## src/adc_ctrl_map.vh

```
// Register map, field positions, reset values and counts of the converter
`ifndef ADC_CTRL_MAP_VH
`define ADC_CTRL_MAP_VH

// ----------------------------------------------------------------------
// Register indices (byte address is four times the index)
// ----------------------------------------------------------------------
`define MODE_INDEX 10'h093
`define DIVISOR_INDEX 10'h094
`define STATUS_INDEX 10'h097
`define RESULT_LOW_INDEX 10'h098
`define RESULT_HIGH_INDEX 10'h099

// ----------------------------------------------------------------------
// Field positions
// ----------------------------------------------------------------------
`define MODE_ENABLE_BIT 0
`define MODE_INPUT_BIT 1
`define MODE_REF_BIT 2
`define MODE_SCALE_BIT 3
`define MODE_WIDTH 5
`define STATUS_READY_BIT 0
`define STATUS_RATE_BIT 2

// ----------------------------------------------------------------------
// Reset values
// ----------------------------------------------------------------------
`define MODE_RESET 5'h00
`define DIVISOR_RESET 8'h00
`define RESULT_RESET 16'h0000
`define READY_RESET 1'b0
`define RATE_RESET 1'b0

// ----------------------------------------------------------------------
// Converter clock and word timing
// ----------------------------------------------------------------------
`define DIVIDE_BASE 9'h100
`define WORD_LEN_FAST 13'h0FA0
`define WORD_LEN_SLOW 13'h1F40
`define SHIFT_FAST 4
`define SHIFT_SLOW 5

// ----------------------------------------------------------------------
// Result buffer
// ----------------------------------------------------------------------
`define RESULT_WIDTH 16
`define FIFO_DEPTH 8
`define FIFO_ADDR_BITS 3

`endif

```

## src/sigma_adc_control_regs.v

```verilog
// Register control, clock divider and decimator of the 16-bit converter
//
// Register access over APB was chosen for this implementation.
`timescale 1ns/100ps
`include "adc_ctrl_map.vh"
module sigma_adc_control_regs (
  input wire clk, // System oscillator clock, 100 MHz
  input wire rst_b, // Synchronous reset, active low
  input wire psel, // APB select
  input wire penable, // APB access phase
  input wire pwrite, // APB write
  input wire [11:0] paddr, // APB byte address
  input wire [31:0] pwdata, // APB write data
  output wire [31:0] prdata, // APB read data
  output wire pready, // APB ready
  output wire pslverr, // APB error on unmapped address
  input wire modulatorBit, // Modulator bitstream from analogue core
  output wire converterEnable, // Powers the converter
  output wire inputSourceSelect, // 0 amplifier, 1 supply detection
  output wire referenceSourceSelect, // 0 external, 1 internal
  output wire internalRefScale, // 0 small span, 1 double span
  output wire converterClock // Clock to the modulator
);

  // --------------------------------------------------------------------
  // Bus decode
  // --------------------------------------------------------------------
  wire [9:0] wordIndex;
  wire aligned;
  wire hitMode;
  wire hitDivisor;
  wire hitStatus;
  wire hitLow;
  wire hitHigh;
  wire mapped;
  wire setupPhase;
  wire writeEn;

  assign wordIndex = paddr[11:2];
  assign aligned = (paddr[1:0] == 2'h0);
  assign hitMode = aligned && (wordIndex == `MODE_INDEX);
  assign hitDivisor = aligned && (wordIndex == `DIVISOR_INDEX);
  assign hitStatus = aligned && (wordIndex == `STATUS_INDEX);
  assign hitLow = aligned && (wordIndex == `RESULT_LOW_INDEX);
  assign hitHigh = aligned && (wordIndex == `RESULT_HIGH_INDEX);
  assign mapped = hitMode || hitDivisor || hitStatus || hitLow || hitHigh;
  assign setupPhase = psel && !penable;
  assign writeEn = psel && penable && pwrite && mapped;

  // Zero wait states; unmapped addresses answer with an error
  assign pready = 1'b1;
  assign pslverr = psel && penable && !mapped;

  // --------------------------------------------------------------------
  // Control registers
  // --------------------------------------------------------------------
  reg [`MODE_WIDTH-1:0] mode_reg;
  reg [7:0] divisor_reg;
  reg rate_reg;

  always @(posedge clk) begin
    if (!rst_b) begin
      mode_reg <= `MODE_RESET;
      divisor_reg <= `DIVISOR_RESET;
      rate_reg <= `RATE_RESET;
    end else if (writeEn) begin
      if (hitMode) begin
        mode_reg <= pwdata[`MODE_WIDTH-1:0];
      end
      if (hitDivisor) begin
        divisor_reg <= pwdata[7:0];
      end
      if (hitStatus) begin
        rate_reg <= pwdata[`STATUS_RATE_BIT];
      end
    end
  end

  assign converterEnable = mode_reg[`MODE_ENABLE_BIT];
  assign inputSourceSelect = mode_reg[`MODE_INPUT_BIT];
  assign referenceSourceSelect = mode_reg[`MODE_REF_BIT];
  assign internalRefScale = mode_reg[`MODE_SCALE_BIT];

  // --------------------------------------------------------------------
  // Converter clock divider
  // --------------------------------------------------------------------
  // Half period of (256 - divisor) oscillator cycles, always 1..256
  wire [8:0] halfPeriod;
  reg [8:0] halfCount_reg;
  reg convClk_reg;
  wire halfDone;
  wire convTick;

  assign halfPeriod = `DIVIDE_BASE - {1'b0, divisor_reg};
  assign halfDone = (halfCount_reg >= halfPeriod - 9'h001);
  // One pulse per converter clock period, at its rising edge
  assign convTick = converterEnable && halfDone && !convClk_reg;

  always @(posedge clk) begin
    if (!rst_b || !converterEnable) begin
      halfCount_reg <= 9'h000;
      convClk_reg <= 1'b0;
    end else if (halfDone) begin
      halfCount_reg <= 9'h000;
      convClk_reg <= !convClk_reg;
    end else begin
      halfCount_reg <= halfCount_reg + 9'h001;
    end
  end

  assign converterClock = convClk_reg;

  // --------------------------------------------------------------------
  // Modulator input synchroniser
  // --------------------------------------------------------------------
  reg modSync1_reg;
  reg modSync2_reg;

  always @(posedge clk) begin
    if (!rst_b) begin
      modSync1_reg <= 1'b0;
      modSync2_reg <= 1'b0;
    end else begin
      modSync1_reg <= modulatorBit;
      modSync2_reg <= modSync1_reg;
    end
  end

  // --------------------------------------------------------------------
  // Decimator
  // --------------------------------------------------------------------
  // Counts ones over one word; ones minus zeros scales to +/-31250
  wire [12:0] wordLen;
  reg [12:0] sampleCount_reg;
  reg [12:0] onesCount_reg;
  reg [`RESULT_WIDTH-1:0] word_reg;
  reg wordValid_reg;
  wire fifoInReady;
  wire [12:0] onesFinal;
  wire wordEnd;
  wire signed [14:0] diff;
  wire signed [21:0] diffWide;
  wire signed [21:0] scaled;
  wire signed [21:0] shifted;
  wire takeTick;

  assign wordLen = rate_reg ? `WORD_LEN_SLOW : `WORD_LEN_FAST;
  // A pending word stalls counting until the buffer has room
  assign takeTick = convTick && !wordValid_reg;
  assign onesFinal = onesCount_reg + {12'h000, modSync2_reg};
  assign wordEnd = (sampleCount_reg == wordLen - 13'h0001);
  assign diff = $signed({1'b0, onesFinal, 1'b0})
              - $signed({2'h0, wordLen});
  assign diffWide = {{7{diff[14]}}, diff};
  // Times 125, then over 16 or 32: full ones gives 0x7A12
  assign scaled = (diffWide <<< 7) - (diffWide <<< 2) + diffWide;
  assign shifted = rate_reg ? (scaled >>> `SHIFT_SLOW)
                            : (scaled >>> `SHIFT_FAST);

  always @(posedge clk) begin
    if (!rst_b || !converterEnable) begin
      sampleCount_reg <= 13'h0000;
      onesCount_reg <= 13'h0000;
      word_reg <= `RESULT_RESET;
      wordValid_reg <= 1'b0;
    end else begin
      if (wordValid_reg && fifoInReady) begin
        wordValid_reg <= 1'b0;
      end
      if (takeTick) begin
        if (wordEnd) begin
          sampleCount_reg <= 13'h0000;
          onesCount_reg <= 13'h0000;
          word_reg <= shifted[`RESULT_WIDTH-1:0];
          wordValid_reg <= 1'b1;
        end else begin
          sampleCount_reg <= sampleCount_reg + 13'h0001;
          onesCount_reg <= onesFinal;
        end
      end
    end
  end

  // --------------------------------------------------------------------
  // Result buffer
  // --------------------------------------------------------------------
  wire fifoOutValid;
  wire [`RESULT_WIDTH-1:0] fifoOutData;
  wire loadResult;
  reg ready_reg;

  // Next word moves up only once software has cleared ready
  assign loadResult = fifoOutValid && !ready_reg;

  sample_fifo #(
    .WIDTH(`RESULT_WIDTH),
    .DEPTH(`FIFO_DEPTH),
    .ADDR_BITS(`FIFO_ADDR_BITS)
  ) sample_fifo_inst (
    .clk(clk),
    .rst_b(rst_b),
    .flush(!converterEnable),
    .inValid(wordValid_reg),
    .inReady(fifoInReady),
    .inData(word_reg),
    .outValid(fifoOutValid),
    .outReady(loadResult),
    .outData(fifoOutData)
  );

  // --------------------------------------------------------------------
  // Result and ready flag
  // --------------------------------------------------------------------
  reg [`RESULT_WIDTH-1:0] result_reg;
  wire readyClear;

  assign readyClear = writeEn && hitStatus && !pwdata[`STATUS_READY_BIT];

  always @(posedge clk) begin
    if (!rst_b) begin
      result_reg <= `RESULT_RESET;
      ready_reg <= `READY_RESET;
    end else begin
      if (loadResult) begin
        result_reg <= fifoOutData;
      end
      // Setting wins over a clear in the same cycle
      if (loadResult) begin
        ready_reg <= 1'b1;
      end else if (readyClear) begin
        ready_reg <= 1'b0;
      end
    end
  end

  // --------------------------------------------------------------------
  // Read data
  // --------------------------------------------------------------------
  reg [31:0] prdata_reg;
  reg [31:0] prdata_next;

  always @* begin
    prdata_next = 32'h00000000;
    if (hitMode) begin
      prdata_next = {27'h0000000, mode_reg};
    end else if (hitStatus) begin
      prdata_next = {29'h00000000, rate_reg, 1'b0, ready_reg};
    end else if (hitLow) begin
      prdata_next = {24'h000000, result_reg[7:0]};
    end else if (hitHigh) begin
      prdata_next = {24'h000000, result_reg[15:8]};
    end
  end

  // Captured in the setup cycle, stable through the access phase
  always @(posedge clk) begin
    if (!rst_b) begin
      prdata_reg <= 32'h00000000;
    end else if (setupPhase) begin
      prdata_reg <= prdata_next;
    end
  end

  assign prdata = prdata_reg;

endmodule // sigma_adc_control_regs

```

## src/sample_fifo.v

```verilog
// Flip-flop FIFO with valid and ready on both sides
`timescale 1ns/100ps
module sample_fifo #(
  parameter WIDTH = 16,
  parameter DEPTH = 8,
  parameter ADDR_BITS = 3
) (
  input wire clk, // System clock
  input wire rst_b, // Synchronous reset, active low
  input wire flush, // Empties the buffer
  input wire inValid, // Word offered
  output wire inReady, // Room for a word
  input wire [WIDTH-1:0] inData, // Word written
  output wire outValid, // Word available
  input wire outReady, // Consumer takes the word
  output wire [WIDTH-1:0] outData // Oldest word
);

  // --------------------------------------------------------------------
  // Storage and pointers
  // --------------------------------------------------------------------
  // DEPTH must be a power of two; pointers wrap naturally
  reg [WIDTH-1:0] mem [0:DEPTH-1];
  reg [ADDR_BITS-1:0] wrPtr_reg;
  reg [ADDR_BITS-1:0] rdPtr_reg;
  reg [ADDR_BITS:0] count_reg;
  wire push;
  wire pop;

  assign inReady = (count_reg != DEPTH[ADDR_BITS:0]);
  assign outValid = (count_reg != {(ADDR_BITS+1){1'b0}});
  assign push = inValid && inReady;
  assign pop = outValid && outReady;
  assign outData = mem[rdPtr_reg];

  genvar i;
  generate
    for (i = 0; i < DEPTH; i = i + 1) begin : gEntry
      localparam [ADDR_BITS-1:0] ENTRY = i;
      always @(posedge clk) begin
        if (!rst_b) begin
          mem[i] <= {WIDTH{1'b0}};
        end else if (push && wrPtr_reg == ENTRY) begin
          mem[i] <= inData;
        end
      end
    end
  endgenerate

  always @(posedge clk) begin
    if (!rst_b || flush) begin
      wrPtr_reg <= {ADDR_BITS{1'b0}};
      rdPtr_reg <= {ADDR_BITS{1'b0}};
      count_reg <= {(ADDR_BITS+1){1'b0}};
    end else begin
      if (push) begin
        wrPtr_reg <= wrPtr_reg + {{(ADDR_BITS-1){1'b0}}, 1'b1};
      end
      if (pop) begin
        rdPtr_reg <= rdPtr_reg + {{(ADDR_BITS-1){1'b0}}, 1'b1};
      end
      if (push && !pop) begin
        count_reg <= count_reg + {{ADDR_BITS{1'b0}}, 1'b1};
      end else if (pop && !push) begin
        count_reg <= count_reg - {{ADDR_BITS{1'b0}}, 1'b1};
      end
    end
  end

endmodule // sample_fifo

```

## config.mk

```make
export PLATFORM = sky130hd
export DESIGN_NAME = sigma_adc_control_regs
export DESIGN_NICKNAME = d
export VERILOG_FILES = /design/src/sigma_adc_control_regs.v /design/src/sample_fifo.v
export VERILOG_INCLUDE_DIRS = /design/src /design/src/src
export SDC_FILE = /design/constraint.sdc
export NUM_CORES = 1
export LEC_CHECK = 0
export CELL_PAD_IN_SITES_DETAIL_PLACEMENT = 1
export CELL_PAD_IN_SITES_GLOBAL_PLACEMENT = 1
export CORE_ASPECT_RATIO = 0.75
export CORE_MARGIN = 5
export CORE_UTILIZATION = 48
export CTS_BUF_LIST = sky130_fd_sc_hd__clkbuf_8
export DETAILED_ROUTE_END_ITERATION = 6
export DONT_BUFFER_PORTS = 1
export PLACE_DENSITY_LB_ADDON = 0.1
export SYNTH_ARGS = -nofsm -noshare
export SYNTH_HDL_FRONTEND = slang
export SYNTH_SLANG_ARGS = --single-unit
```

## constraint.sdc

```tcl
create_clock -name clk -period 4.8 [get_ports clk]
set_input_delay 0.72 -clock clk [delete_from_list [all_inputs] [get_ports clk]]
set_output_delay 0.72 -clock clk [all_outputs]
set_load 0.1 [all_outputs]
```

==> out/qor.yml, run 1 <==
place:
  pre_cts_ws_ns: -0.143
  gp_congestion: 0.796
  place_inst: 1433
  io_buffers: 0
  hpwlAfterDp_um: 20900
cts:
  clkTransAtPathRegs_ns: 0.07
  tritoncts: "done"
  numCtsBuffers: 38
  cts_root_buf: "clkbuf_8"
  holdBufCountCts: 0
  htreeDepth: 2
  clock_path_buffers: 3
  clk_latency_ns: 0.57
  cts.sinks: 232
timing:
  finalHoldViolCount: 0
  max_freq_mhz: 219
  slew_viol_final: 0
  skew_ns: 0.0473
  setup_viol: 0
  relSlewSlack: 0.295
  fin_crit_sh: 0.951
  worst_slew_pin_slew_ns: 1.05
  holdWs_ns: 0.308
  finalCriticalPeriod_ns: 4.56
  worst_slack_ns: 0.236
drt:
  drtAntennaViolNets: 0
  vias: 8224
  detailedRoute.firstIterationViolations: 392
  wl_per_cell_um: 20.1
  first_pass_iters: 5
  via_per_inst: 5.47
  drc_errors: 0
  wl_um: 30200
worst_hold_path:
  min_delay_path_depth: 1
  hold_start: "modulatorBit"
  holdCritPathClass: "in2reg"
  min_delay_worst_endpoint: "modSync1_reg"
floorplan:
  die_x_um: 195
  initial_core_util: 0.491
  die_y_um: 149
  fp.coreArea_mm2: 0.0251
  row_count: 50
  die-area_mm2: 0.0291
  num_io_pins: 89
power_and_ir_drop:
  p_leak_nw: 5.28
  ir_drop_v: 0.000160
  power.density_mw_per_mm2: 288
synth:
  yosysWarnings: 0
  synth.ff_latch_count: 232
  synth_cell_types: 64
  yosys-top-cells-area: "edfxtp_1 (31%), dfxtp_1 (17%), and2_1 (6.8%)"
  synth_edf_count: 128
  synth_top_area_frac: 0.311
  synthArstFlopShare: 0
  synthTopCellsByCount: "and2_1 (134), edfxtp_1 (128), dfxtp_1 (104)"
  synth_flop_cell: "edfxtp_1"
  yosysMostFrequentCell: "and2_1"
  syn_area_mm2: 0.0123
  avgSynthCellArea_um2: 11.1
  seq_area_frac_synth: 0.480
  synthCells: 1107
  post-synth-top-area-cell: "edfxtp_1"
layout:
  final-instance-count-excl-fill: 1504
  fill_cells: 2709
  diodes: 0
  drive_gt1_frac: 0.154
  regArea_mm2: 0.00593
  finalNetCount: 1257
  largest_reg_flops: 128
  flow.area_growth_from_synthesis_pct: 11.1
  multi_input_area_mm2: 0.00622
grt:
  grt_pass1_vias: 8613
  grt_overflow: 0
  grt_antenna_before_repair: 0
  grt_max_degree: 60
  grt_pass1_wl_um: 48100
  track_usage: 0.208
setup_path:
  crit_path_max_fanout: 3
  rr_endpoint: "word_reg[9]"
  critical_path_class: "reg2reg"
  cp-start-kind: "flip-flop"
  r2r.worst_path.cells: 22
  cp-end-kind: "flip-flop"
  crit_start: "onesCount_reg[0]"
  r2r_slack_ns: 0.24
  required_ns: 5.27
  r2r_start: "onesCount_reg[0]"
  arrival_ns: 5.03
flow_run:
  cap_viol_max_count: 0
run_status:
  status: "finished, final reports clean"
[what timing repair did]
| item | in CTS | in global routing |
|---|---|---|
| setup endpoints to repair | 5 | 8 |
| gates cloned | 0 | 0 |
| setup buffers | 0 | 5 |
| gates resized for setup | 5 | 37 |
| pin swaps | 2 | 14 |
[per-layer routing]
metal	routed length, µm	up-vias	GRT usage
met3	1560	24	0.0476
met2	13900	150	0.332
met5	0	-	0
li1	-	3937	-
met1	14400	4113	0.292
met4	374	0	0.0482
[logic make-up (layout without fill, tap and decap cells)]
family                   after synthesis  in the layout  share of synthesized area
flip-flops                           232            232                      0.480
buffers and inverters                109            145                     0.0419
AO/OA/AOI/OAI                        121            121                     0.0719
adder cells (fa/ha/maj)               68             68                     0.0742
AND/OR/NAND/NOR                      418            418                      0.178
XOR/XNOR                              77             77                     0.0553
other                                  2             25                   0.000608
multiplexers                          80             80                     0.0983
[final cells by class]
class                      instances  area share
inverter                          36     0.00986
sequential                       232       0.433
multi-input combinational        789       0.454
clock inverter                    25     0.00794
timing repair buffer              43      0.0235
tap                              338      0.0309
clock buffer                      41      0.0412
[where the power goes]
group	leakage, nW	internal, mW	switching [mW]	total, mW
clock	0.403	0.787	0.801	1.59
sequential	2.06	2.15	0.0348	2.18
combinational	2.82	0.0347	0.139	0.174
total	5.28	2.97	0.975	3.95
[critical path: stages (launching register included)]
cell	delay (ns)
dfxtp_2	0.39
ha_4	0.16
nand3_2	0.11
nor2_4	0.16
xor2_2	0.17
inv_1	0.08
fa_1	0.43
inv_1	0.09
a21o_1	0.17
maj3_2	0.25
xor2_4	0.08
buf_4	0.17
fa_1	0.47
inv_1	0.04
ha_1	0.30
buf_4	0.16
nor2_4	0.11
nor2b_1	0.08
nor2b_1	0.14
a311oi_2	0.28
xnor2_1	0.13
mux2_2	0.28
a22o_1	0.19
[metrics by stage]
stage	power, mW	TNS, ns	util	instance area [µm²]
6_report	3.95	0	0.545	13700
5_1_grt	4.12	-0.0590	0.545	13700
4_1_cts	3.99	0	0.536	13500
3_5_place_dp	2.40	-0.201	0.508	12800
3_3_place_gp	2.39	-0.0376	0.508	12800
2_1_floorplan	2.39	0	-	12400
[layout by cell type (no fill, tap or decap), drive strengths merged, types with 5 or more instances in the layout]
master and count:
and2 134, edfxtp 128, dfxtp 104, nand2 86, nor2 78, ha 58
inv 54, xnor2 45, buf 43, clkbuf 41, mux2i 38, mux4 32
xor2 32, nand3 26, conb 25, a21oi 24, o21ai 21, nor2b 20
o211a 18, nor3 15, and3 14, a21o 13, mux2 10, nand4 9
fa 9, nand2b 7, nor4 7, a21boi 6, o211ai 6, a211oi 6
or2 5, and4 5, a31oi 5, clkinv 5
[how the worst max path moves through the flow]
stage	depth (start not counted)	slack [ns]	to
2_1_floorplan	21	0.04	word_reg[12]
3_3_place_gp	20	-0.04	word_reg[11]
3_5_place_dp	20	-0.14	word_reg[11]
4_1_cts	21	0.002	word_reg[14]
5_1_grt	24	-0.05	word_reg[14]
6_report	22	0.24	word_reg[9]
(Power assumes the default switching activity.)
==> run 2, diff against run 1 <==
--- a/config.mk
+++ b/config.mk
@@ -15,6 +15,8 @@
 export DETAILED_ROUTE_END_ITERATION = 6
 export DONT_BUFFER_PORTS = 1
 export PLACE_DENSITY_LB_ADDON = 0.1
+export RECOVER_POWER = 100
+export SETUP_SLACK_MARGIN = 0.4
 export SYNTH_ARGS = -nofsm -noshare
 export SYNTH_HDL_FRONTEND = slang
 export SYNTH_SLANG_ARGS = --single-unit
==> constraint.sdc (replaced) <==
create_clock -name clk -period 3.91 [get_ports clk]
set_input_delay 0.5865 -clock clk [delete_from_list [all_inputs] [get_ports clk]]
set_output_delay 0.5865 -clock clk [all_outputs]
set_load 0.1 [all_outputs]
==> run 2 against run 1 <==
  * Combinational power up 25%
  * Clock skew is 0.023 ns lower
  * Register-to-register slack got worse by 0.71 ns
  * The flow now finishes with violations (capacitance limit, slew limit, setup timing)
  * Maximum frequency rose by 4.1%
  * Largest power group unchanged
  * Flip-flop and latch count unchanged
  * First-iteration DRC count grew 20%
  * Largest cell class unchanged
  * Hold slack worse by 0.14 ns
  * Setup slack worse by 0.71 ns
==> out/qor.yml, run 2 (synthesis results as in run 1) <==
layout:
  diodes: 0
  fill_cells: 2681
  drive_gt1_frac: 0.226
  finalNetCount: 1327
  largest_reg_flops: 128
  layout.cells.most_common: "edfxtp_1"
  flow.area_growth_from_synthesis_pct: 17.8
  regArea_mm2: 0.00594
  layout_common_cells: "edfxtp_1 (128), dfxtp_1 (100), buf_4 (100), and2_0 (85), nand2_1 (84)"
  fin_util: 0.578
  multi_input_area_mm2: 0.00650
floorplan:
  die_y_um: 149
  initial_core_util: 0.491
  die_x_um: 195
  num_io_pins: 89
  row_count: 50
  fp.coreArea_mm2: 0.0251
  die-area_mm2: 0.0291
timing:
  slew_viol_final: 28
  skew_ns: 0.0247
  fin_crit_sh: 1.12
  finalHoldViolCount: 0
  worst_slack_ns: -0.474
  relSlewSlack: -0.290
  finalCriticalPeriod_ns: 4.38
  max_freq_mhz: 228
  worst_slew_pin_slew_ns: 1.93
  setup_viol: 10
  tns_ns: -4.02
  rsz0062_at_grt: "true"
cts:
  clk_latency_ns: 0.55
  cts_root_buf: "clkbuf_8"
  cts.sinks: 232
  htreeDepth: 2
  numCtsBuffers: 40
  holdBufCountCts: 0
  clkTransAtPathRegs_ns: 0.07
  tritoncts: "done"
  clock_path_buffers: 3
setup_path:
  cp-start-kind: "flip-flop"
  critical_path_class: "reg2reg"
  cp-end-kind: "flip-flop"
  max_stage_delay_ns: 0.49
  arrival_ns: 4.80
  crit_family: "adder cells"
  cp_num_buf_inv: 1
  r2r_slack_ns: -0.47
  cpMaxStageDelayCell: "fa_2"
  crit_path_max_fanout: 4
  critical_path.cell_chain: "ha_4, nand4_1, xor2_1, ha_2, fa_2, inv_2, a21o_1, maj3_2, xor2_4, fa_2, ha_4, nand2_4, a2111o_1, a31oi_2, a31oi_1, xnor2_1, mux2_4, a22o_1"
  required_ns: 4.33
grt:
  track_usage: 0.209
  grt_antenna_before_repair: 0
  grt_max_degree: 60
  grt_overflow: 0
  grt_pass1_wl_um: 48700
  grt_pass1_vias: 8922
drt:
  via_per_inst: 5.39
  wl_um: 31100
  first_pass_iters: 4
  drtAntennaViolNets: 0
  drc_errors: 0
  wl_per_cell_um: 19.7
  detailedRoute.firstIterationViolations: 471
  vias: 8499
worst_hold_path:
  holdCritPathClass: "in2reg"
power_and_ir_drop:
  p_leak_nw: 5.60
  power.density_mw_per_mm2: 341
  ir_drop_v: 0.000199
place:
  hpwlAfterDp_um: 21200
  gp_congestion: 0.795
  io_buffers: 0
run_status:
  status: "complete, but fails checks"
  violations: "capacitance limit, slew limit, setup timing"
flow_run:
  cap_viol_max_count: 1
run 2: cell count changes in the layout (fill, tap and decap cells not counted), moves of 5 or more:
cell,change
and2_1,-86
and2_0,+85
buf_4,+57
ha_1,-9
ha_4,+8
inv_1,-8
o21ai_0,-7
clkbuf_1,+6
clkinv_1,+6
o21ai_1,+5
run 2: layer usage:
layer	wire length, µm	global-route usage
met1	14700	0.293
met5	0	0
met2	14400	0.340
met3	1540	0.0397
met4	423	0.0443
run 2: through the flow:
stage | hold slack, ns | cells | area (µm²) | total power, mW | worst slack, ns
finish | 0.171 | 1577 | 14500 | 4.96 | -0.474
global route | 0.137 | 1577 | 14500 | 5.16 | -0.635
CTS | 0.144 | 1571 | 14300 | 5.00 | -0.400
detailed placement | 0.429 | 1493 | 13400 | 2.95 | -0.528
global placement | 0.436 | 1493 | 13400 | 2.94 | -0.448
floorplan | 0.412 | 1130 | 12600 | 2.93 | -0.372
run 2: final timing paths:
kind / start / to / cells past startpoint
max: onesCount_reg[0] / word_reg[9] / 18
min: rst_b / result_reg[2] / 1
max reg2reg: onesCount_reg[0] / word_reg[9] / 18
min reg2reg: modSync1_reg / modSync2_reg / 1
run 2: worst register-to-register path, stage by stage, from the launching register on:
cell and delay, ns:
dfxtp_4 0.37, ha_4 0.16, nand4_1 0.14, xor2_1 0.17, ha_2 0.20, fa_2 0.38
inv_2 0.06, a21o_1 0.17, maj3_2 0.25, xor2_4 0.20, fa_2 0.49, ha_4 0.32
nand2_4 0.06, a2111o_1 0.33, a31oi_2 0.19, a31oi_1 0.13, xnor2_1 0.17, mux2_4 0.28
a22o_1 0.19
run 2: power by group:
part           leakage, nW  total (mW)  internal [mW]  switching [mW]
logic                 3.12       0.217         0.0449           0.173
clock network        0.424        2.06           1.06           0.996
registers             2.06        2.68           2.64          0.0431
total                 5.60        4.96           3.74            1.21
run 2: layout make-up:
type                       instances  share of cell area
inverter                          36             0.00930
clock buffer                      42              0.0398
tap                              338              0.0291
multi-input combinational        789               0.447
timing repair buffer             111              0.0566
sequential                       232               0.408
clock inverter                    29              0.0101
run 2: timing repair:
item,CTS,global route
setup buffers,7,6
setup endpoints to repair,13,13
cloned,0,0
pin swaps,11,18
resized for setup,33,30
==> run 3, diff against run 2 <==
--- a/config.mk
+++ b/config.mk
@@ -6,11 +6,13 @@
 export SDC_FILE = /design/constraint.sdc
 export NUM_CORES = 1
 export LEC_CHECK = 0
+export ABC_AREA = 1
+export CAP_MARGIN = 20
 export CELL_PAD_IN_SITES_DETAIL_PLACEMENT = 1
 export CELL_PAD_IN_SITES_GLOBAL_PLACEMENT = 1
 export CORE_ASPECT_RATIO = 0.75
 export CORE_MARGIN = 5
-export CORE_UTILIZATION = 48
+export CORE_UTILIZATION = 40
 export CTS_BUF_LIST = sky130_fd_sc_hd__clkbuf_8
 export DETAILED_ROUTE_END_ITERATION = 6
 export DONT_BUFFER_PORTS = 1
==> run 3 against run 2 <==
  * The flow still finishes with violations (capacitance limit, slew limit, setup timing)
  * Global-route usage up 0.40 points
  * Register-to-register slack better by 0.13 ns
  * Maximum frequency up 3.0%
  * Critical path type unchanged
  * Largest cell class unchanged
  * Largest power group unchanged
==> out/qor.yml, run 3 <==
drt:
  via_per_inst: 5.21
  drtAntennaViolNets: 0
  drc_errors: 0
  first_pass_iters: 5
  wl_per_cell_um: 18.8
  wl_um: 38000
  detailedRoute.firstIterationViolations: 765
  vias: 10500
run_status:
  violations: "capacitance limit, slew limit, setup timing"
  status: "complete, but fails checks"
cts:
  clock_path_buffers: 3
  cts.sinks: 232
  tritoncts: "done"
  numCtsBuffers: 40
  clk_latency_ns: 0.55
  htreeDepth: 2
  clkTransAtPathRegs_ns: 0.06
  holdBufCountCts: 0
  cts_root_buf: "clkbuf_8"
timing:
  holdWs_ns: 0.139
  tns_ns: -2.72
  worst_slack_ns: -0.344
  relSlewSlack: -0.122
  fin_crit_sh: 1.09
  skew_ns: 0.0232
  worst_slew_pin_slew_ns: 1.67
  slew_viol_final: 10
  max_freq_mhz: 235
  rsz0062_at_grt: "true"
  finalCriticalPeriod_ns: 4.25
  setup_viol: 10
  finalHoldViolCount: 0
floorplan:
  die_y_um: 163
  fp.coreArea_mm2: 0.0310
  num_io_pins: 89
  die-area_mm2: 0.0349
  initial_core_util: 0.403
  die_x_um: 214
  row_count: 56
layout:
  layout.cells.most_common: "nor2_1"
  largest_reg_flops: 128
  fin_util: 0.479
  layout_common_cells: "nor2_1 (264), nand2_1 (190), inv_1 (142), edfxtp_1 (128), o21ai_0 (121)"
  finalNetCount: 1702
  flow.area_growth_from_synthesis_pct: 18.9
  diodes: 0
  drive_gt1_frac: 0.178
place:
  hpwlAfterDp_um: 25600
  gp_congestion: 0.809
  io_buffers: 0
grt:
  use_met1: 0.324
  grt_overflow: 0
  busiest_layer: "met1"
  grt_pass1_vias: 10800
  grt_max_degree: 68
  grt_antenna_before_repair: 0
  use_met2: 0.321
  grt_pass1_wl_um: 59500
  use_met3: 0.0293
  track_usage: 0.213
power_and_ir_drop:
  ir_drop_v: 0.000230
  power.density_mw_per_mm2: 336
  p_leak_nw: 5.58
  power_mw: 4.99
setup_path:
  critical_path_class: "reg2reg"
  cp-start-kind: "flip-flop"
  r2r_slack_ns: -0.34
  cp-end-kind: "flip-flop"
  required_ns: 4.40
  arrival_ns: 4.74
  crit_path_max_fanout: 4
synth:
  seq_area_frac_synth: 0.474
  avgSynthCellArea_um2: 8.45
  syn_area_mm2: 0.0125
  post-synth-top-area-cell: "edfxtp_1"
  yosys-top-cells-area: "edfxtp_1 (31%), dfxtp_1 (17%), nor2_1 (8.2%)"
  synthTopCellsByCount: "nor2_1 (272), nand2_1 (204), inv_1 (131), o21ai_0 (131), edfxtp_1 (128)"
  synth_cell_types: 54
  synthArstFlopShare: 0
  yosysWarnings: 0
  synthCells: 1480
  synth_flop_cell: "edfxtp_1"
  synth.ff_latch_count: 232
  synth_edf_count: 128
  yosysMostFrequentCell: "nor2_1"
  synth_top_area_frac: 0.308
worst_hold_path:
  holdCritPathClass: "in2reg"
flow_run:
  cap_viol_max_count: 1
## run 3: cell count changes in the layout (fill, tap and decap cells not counted), sizes merged, moves of 38 or more
cell	change
inv	+109
and2	-133
o21ai	+117
a21oi	+63
nand2	+122
mux2i	-38
nor2	+202
## run 3: cell families after synthesis
| logic type | synth area share |
|---|---|
| flops | 0.474 |
| compound gates | 0.139 |
| buf+inv | 0.0805 |
| other cells | 0.000601 |
| xor+xnor | 0.0230 |
| simple gates | 0.210 |
| fa+ha+maj | 0.0725 |
## run 3: repair_timing
| item | CTS | global route |
|---|---|---|
| setup endpoints to repair | 14 | 14 |
| resized for setup | 69 | 31 |
| setup buffers | 14 | 2 |
| pin swaps | 32 | 29 |
## run 3: final timing paths
check                                   from           end  cells past startpoint
worst min-delay path            modulatorBit  modSync1_reg                      2
worst max-delay path            modSync2_reg  word_reg[15]                     24
worst min register to register  modSync1_reg  modSync2_reg                      2
worst max register to register  modSync2_reg  word_reg[15]                     24
## run 3: through the flow
| step | worst slack [ns] | cell area [µm²] | cells |
|---|---|---|---|
| after detailed placement | -0.497 | 13600 | 1932 |
| final | -0.344 | 14900 | 2023 |
| after global routing | -0.656 | 14900 | 2023 |
| after global placement | -0.410 | 13600 | 1931 |
| after CTS | -0.338 | 14800 | 2020 |
| after floorplan | -0.125 | 12800 | 1503 |
## run 3: metal layers
layer | up-vias | wire (µm)
met5 | - | 0
met3 | 44 | 1810
li1 | 5165 | -
met4 | 0 | 641
met2 | 193 | 16600
met1 | 5129 | 19000
## run 3: critical path, stage by stage, from the launching register on
cell and delay (ns):
dfxtp_4 0.37, ha_4 0.14, nand2_4 0.06, nor2_4 0.14, xnor2_2 0.10, ha_2 0.19, fa_2 0.36, or2_4 0.24
nand2_2 0.07, nand4_1 0.12, nor2_4 0.20, xor2_2 0.17, inv_1 0.07, fa_1 0.49, inv_2 0.05, ha_4 0.30
nand4_1 0.15, nor2_2 0.17, nand4_1 0.18, nand4_1 0.14, xor2_1 0.20, nor2_1 0.07, nor2_1 0.10, nand2_1 0.07
nand2_1 0.05
## run 3: cell type report
| class | count | area [µm²] |
|---|---|---|
| repair buffers | 123 | 890 |
| flip-flops and latches | 232 | 5940 |
| clock inverters | 28 | 119 |
| fillers | 3695 | 16200 |
| clock buffers | 46 | 633 |
| well taps | 406 | 508 |
| inverters | 151 | 572 |
| multi-input cells | 1037 | 6200 |
## run 3: where the power goes
| group | internal (mW) | switching [mW] |
|---|---|---|
| clock network | 1.08 | 1.02 |
| logic | 0.0260 | 0.187 |
| registers | 2.64 | 0.0363 |
| total | 3.74 | 1.24 |
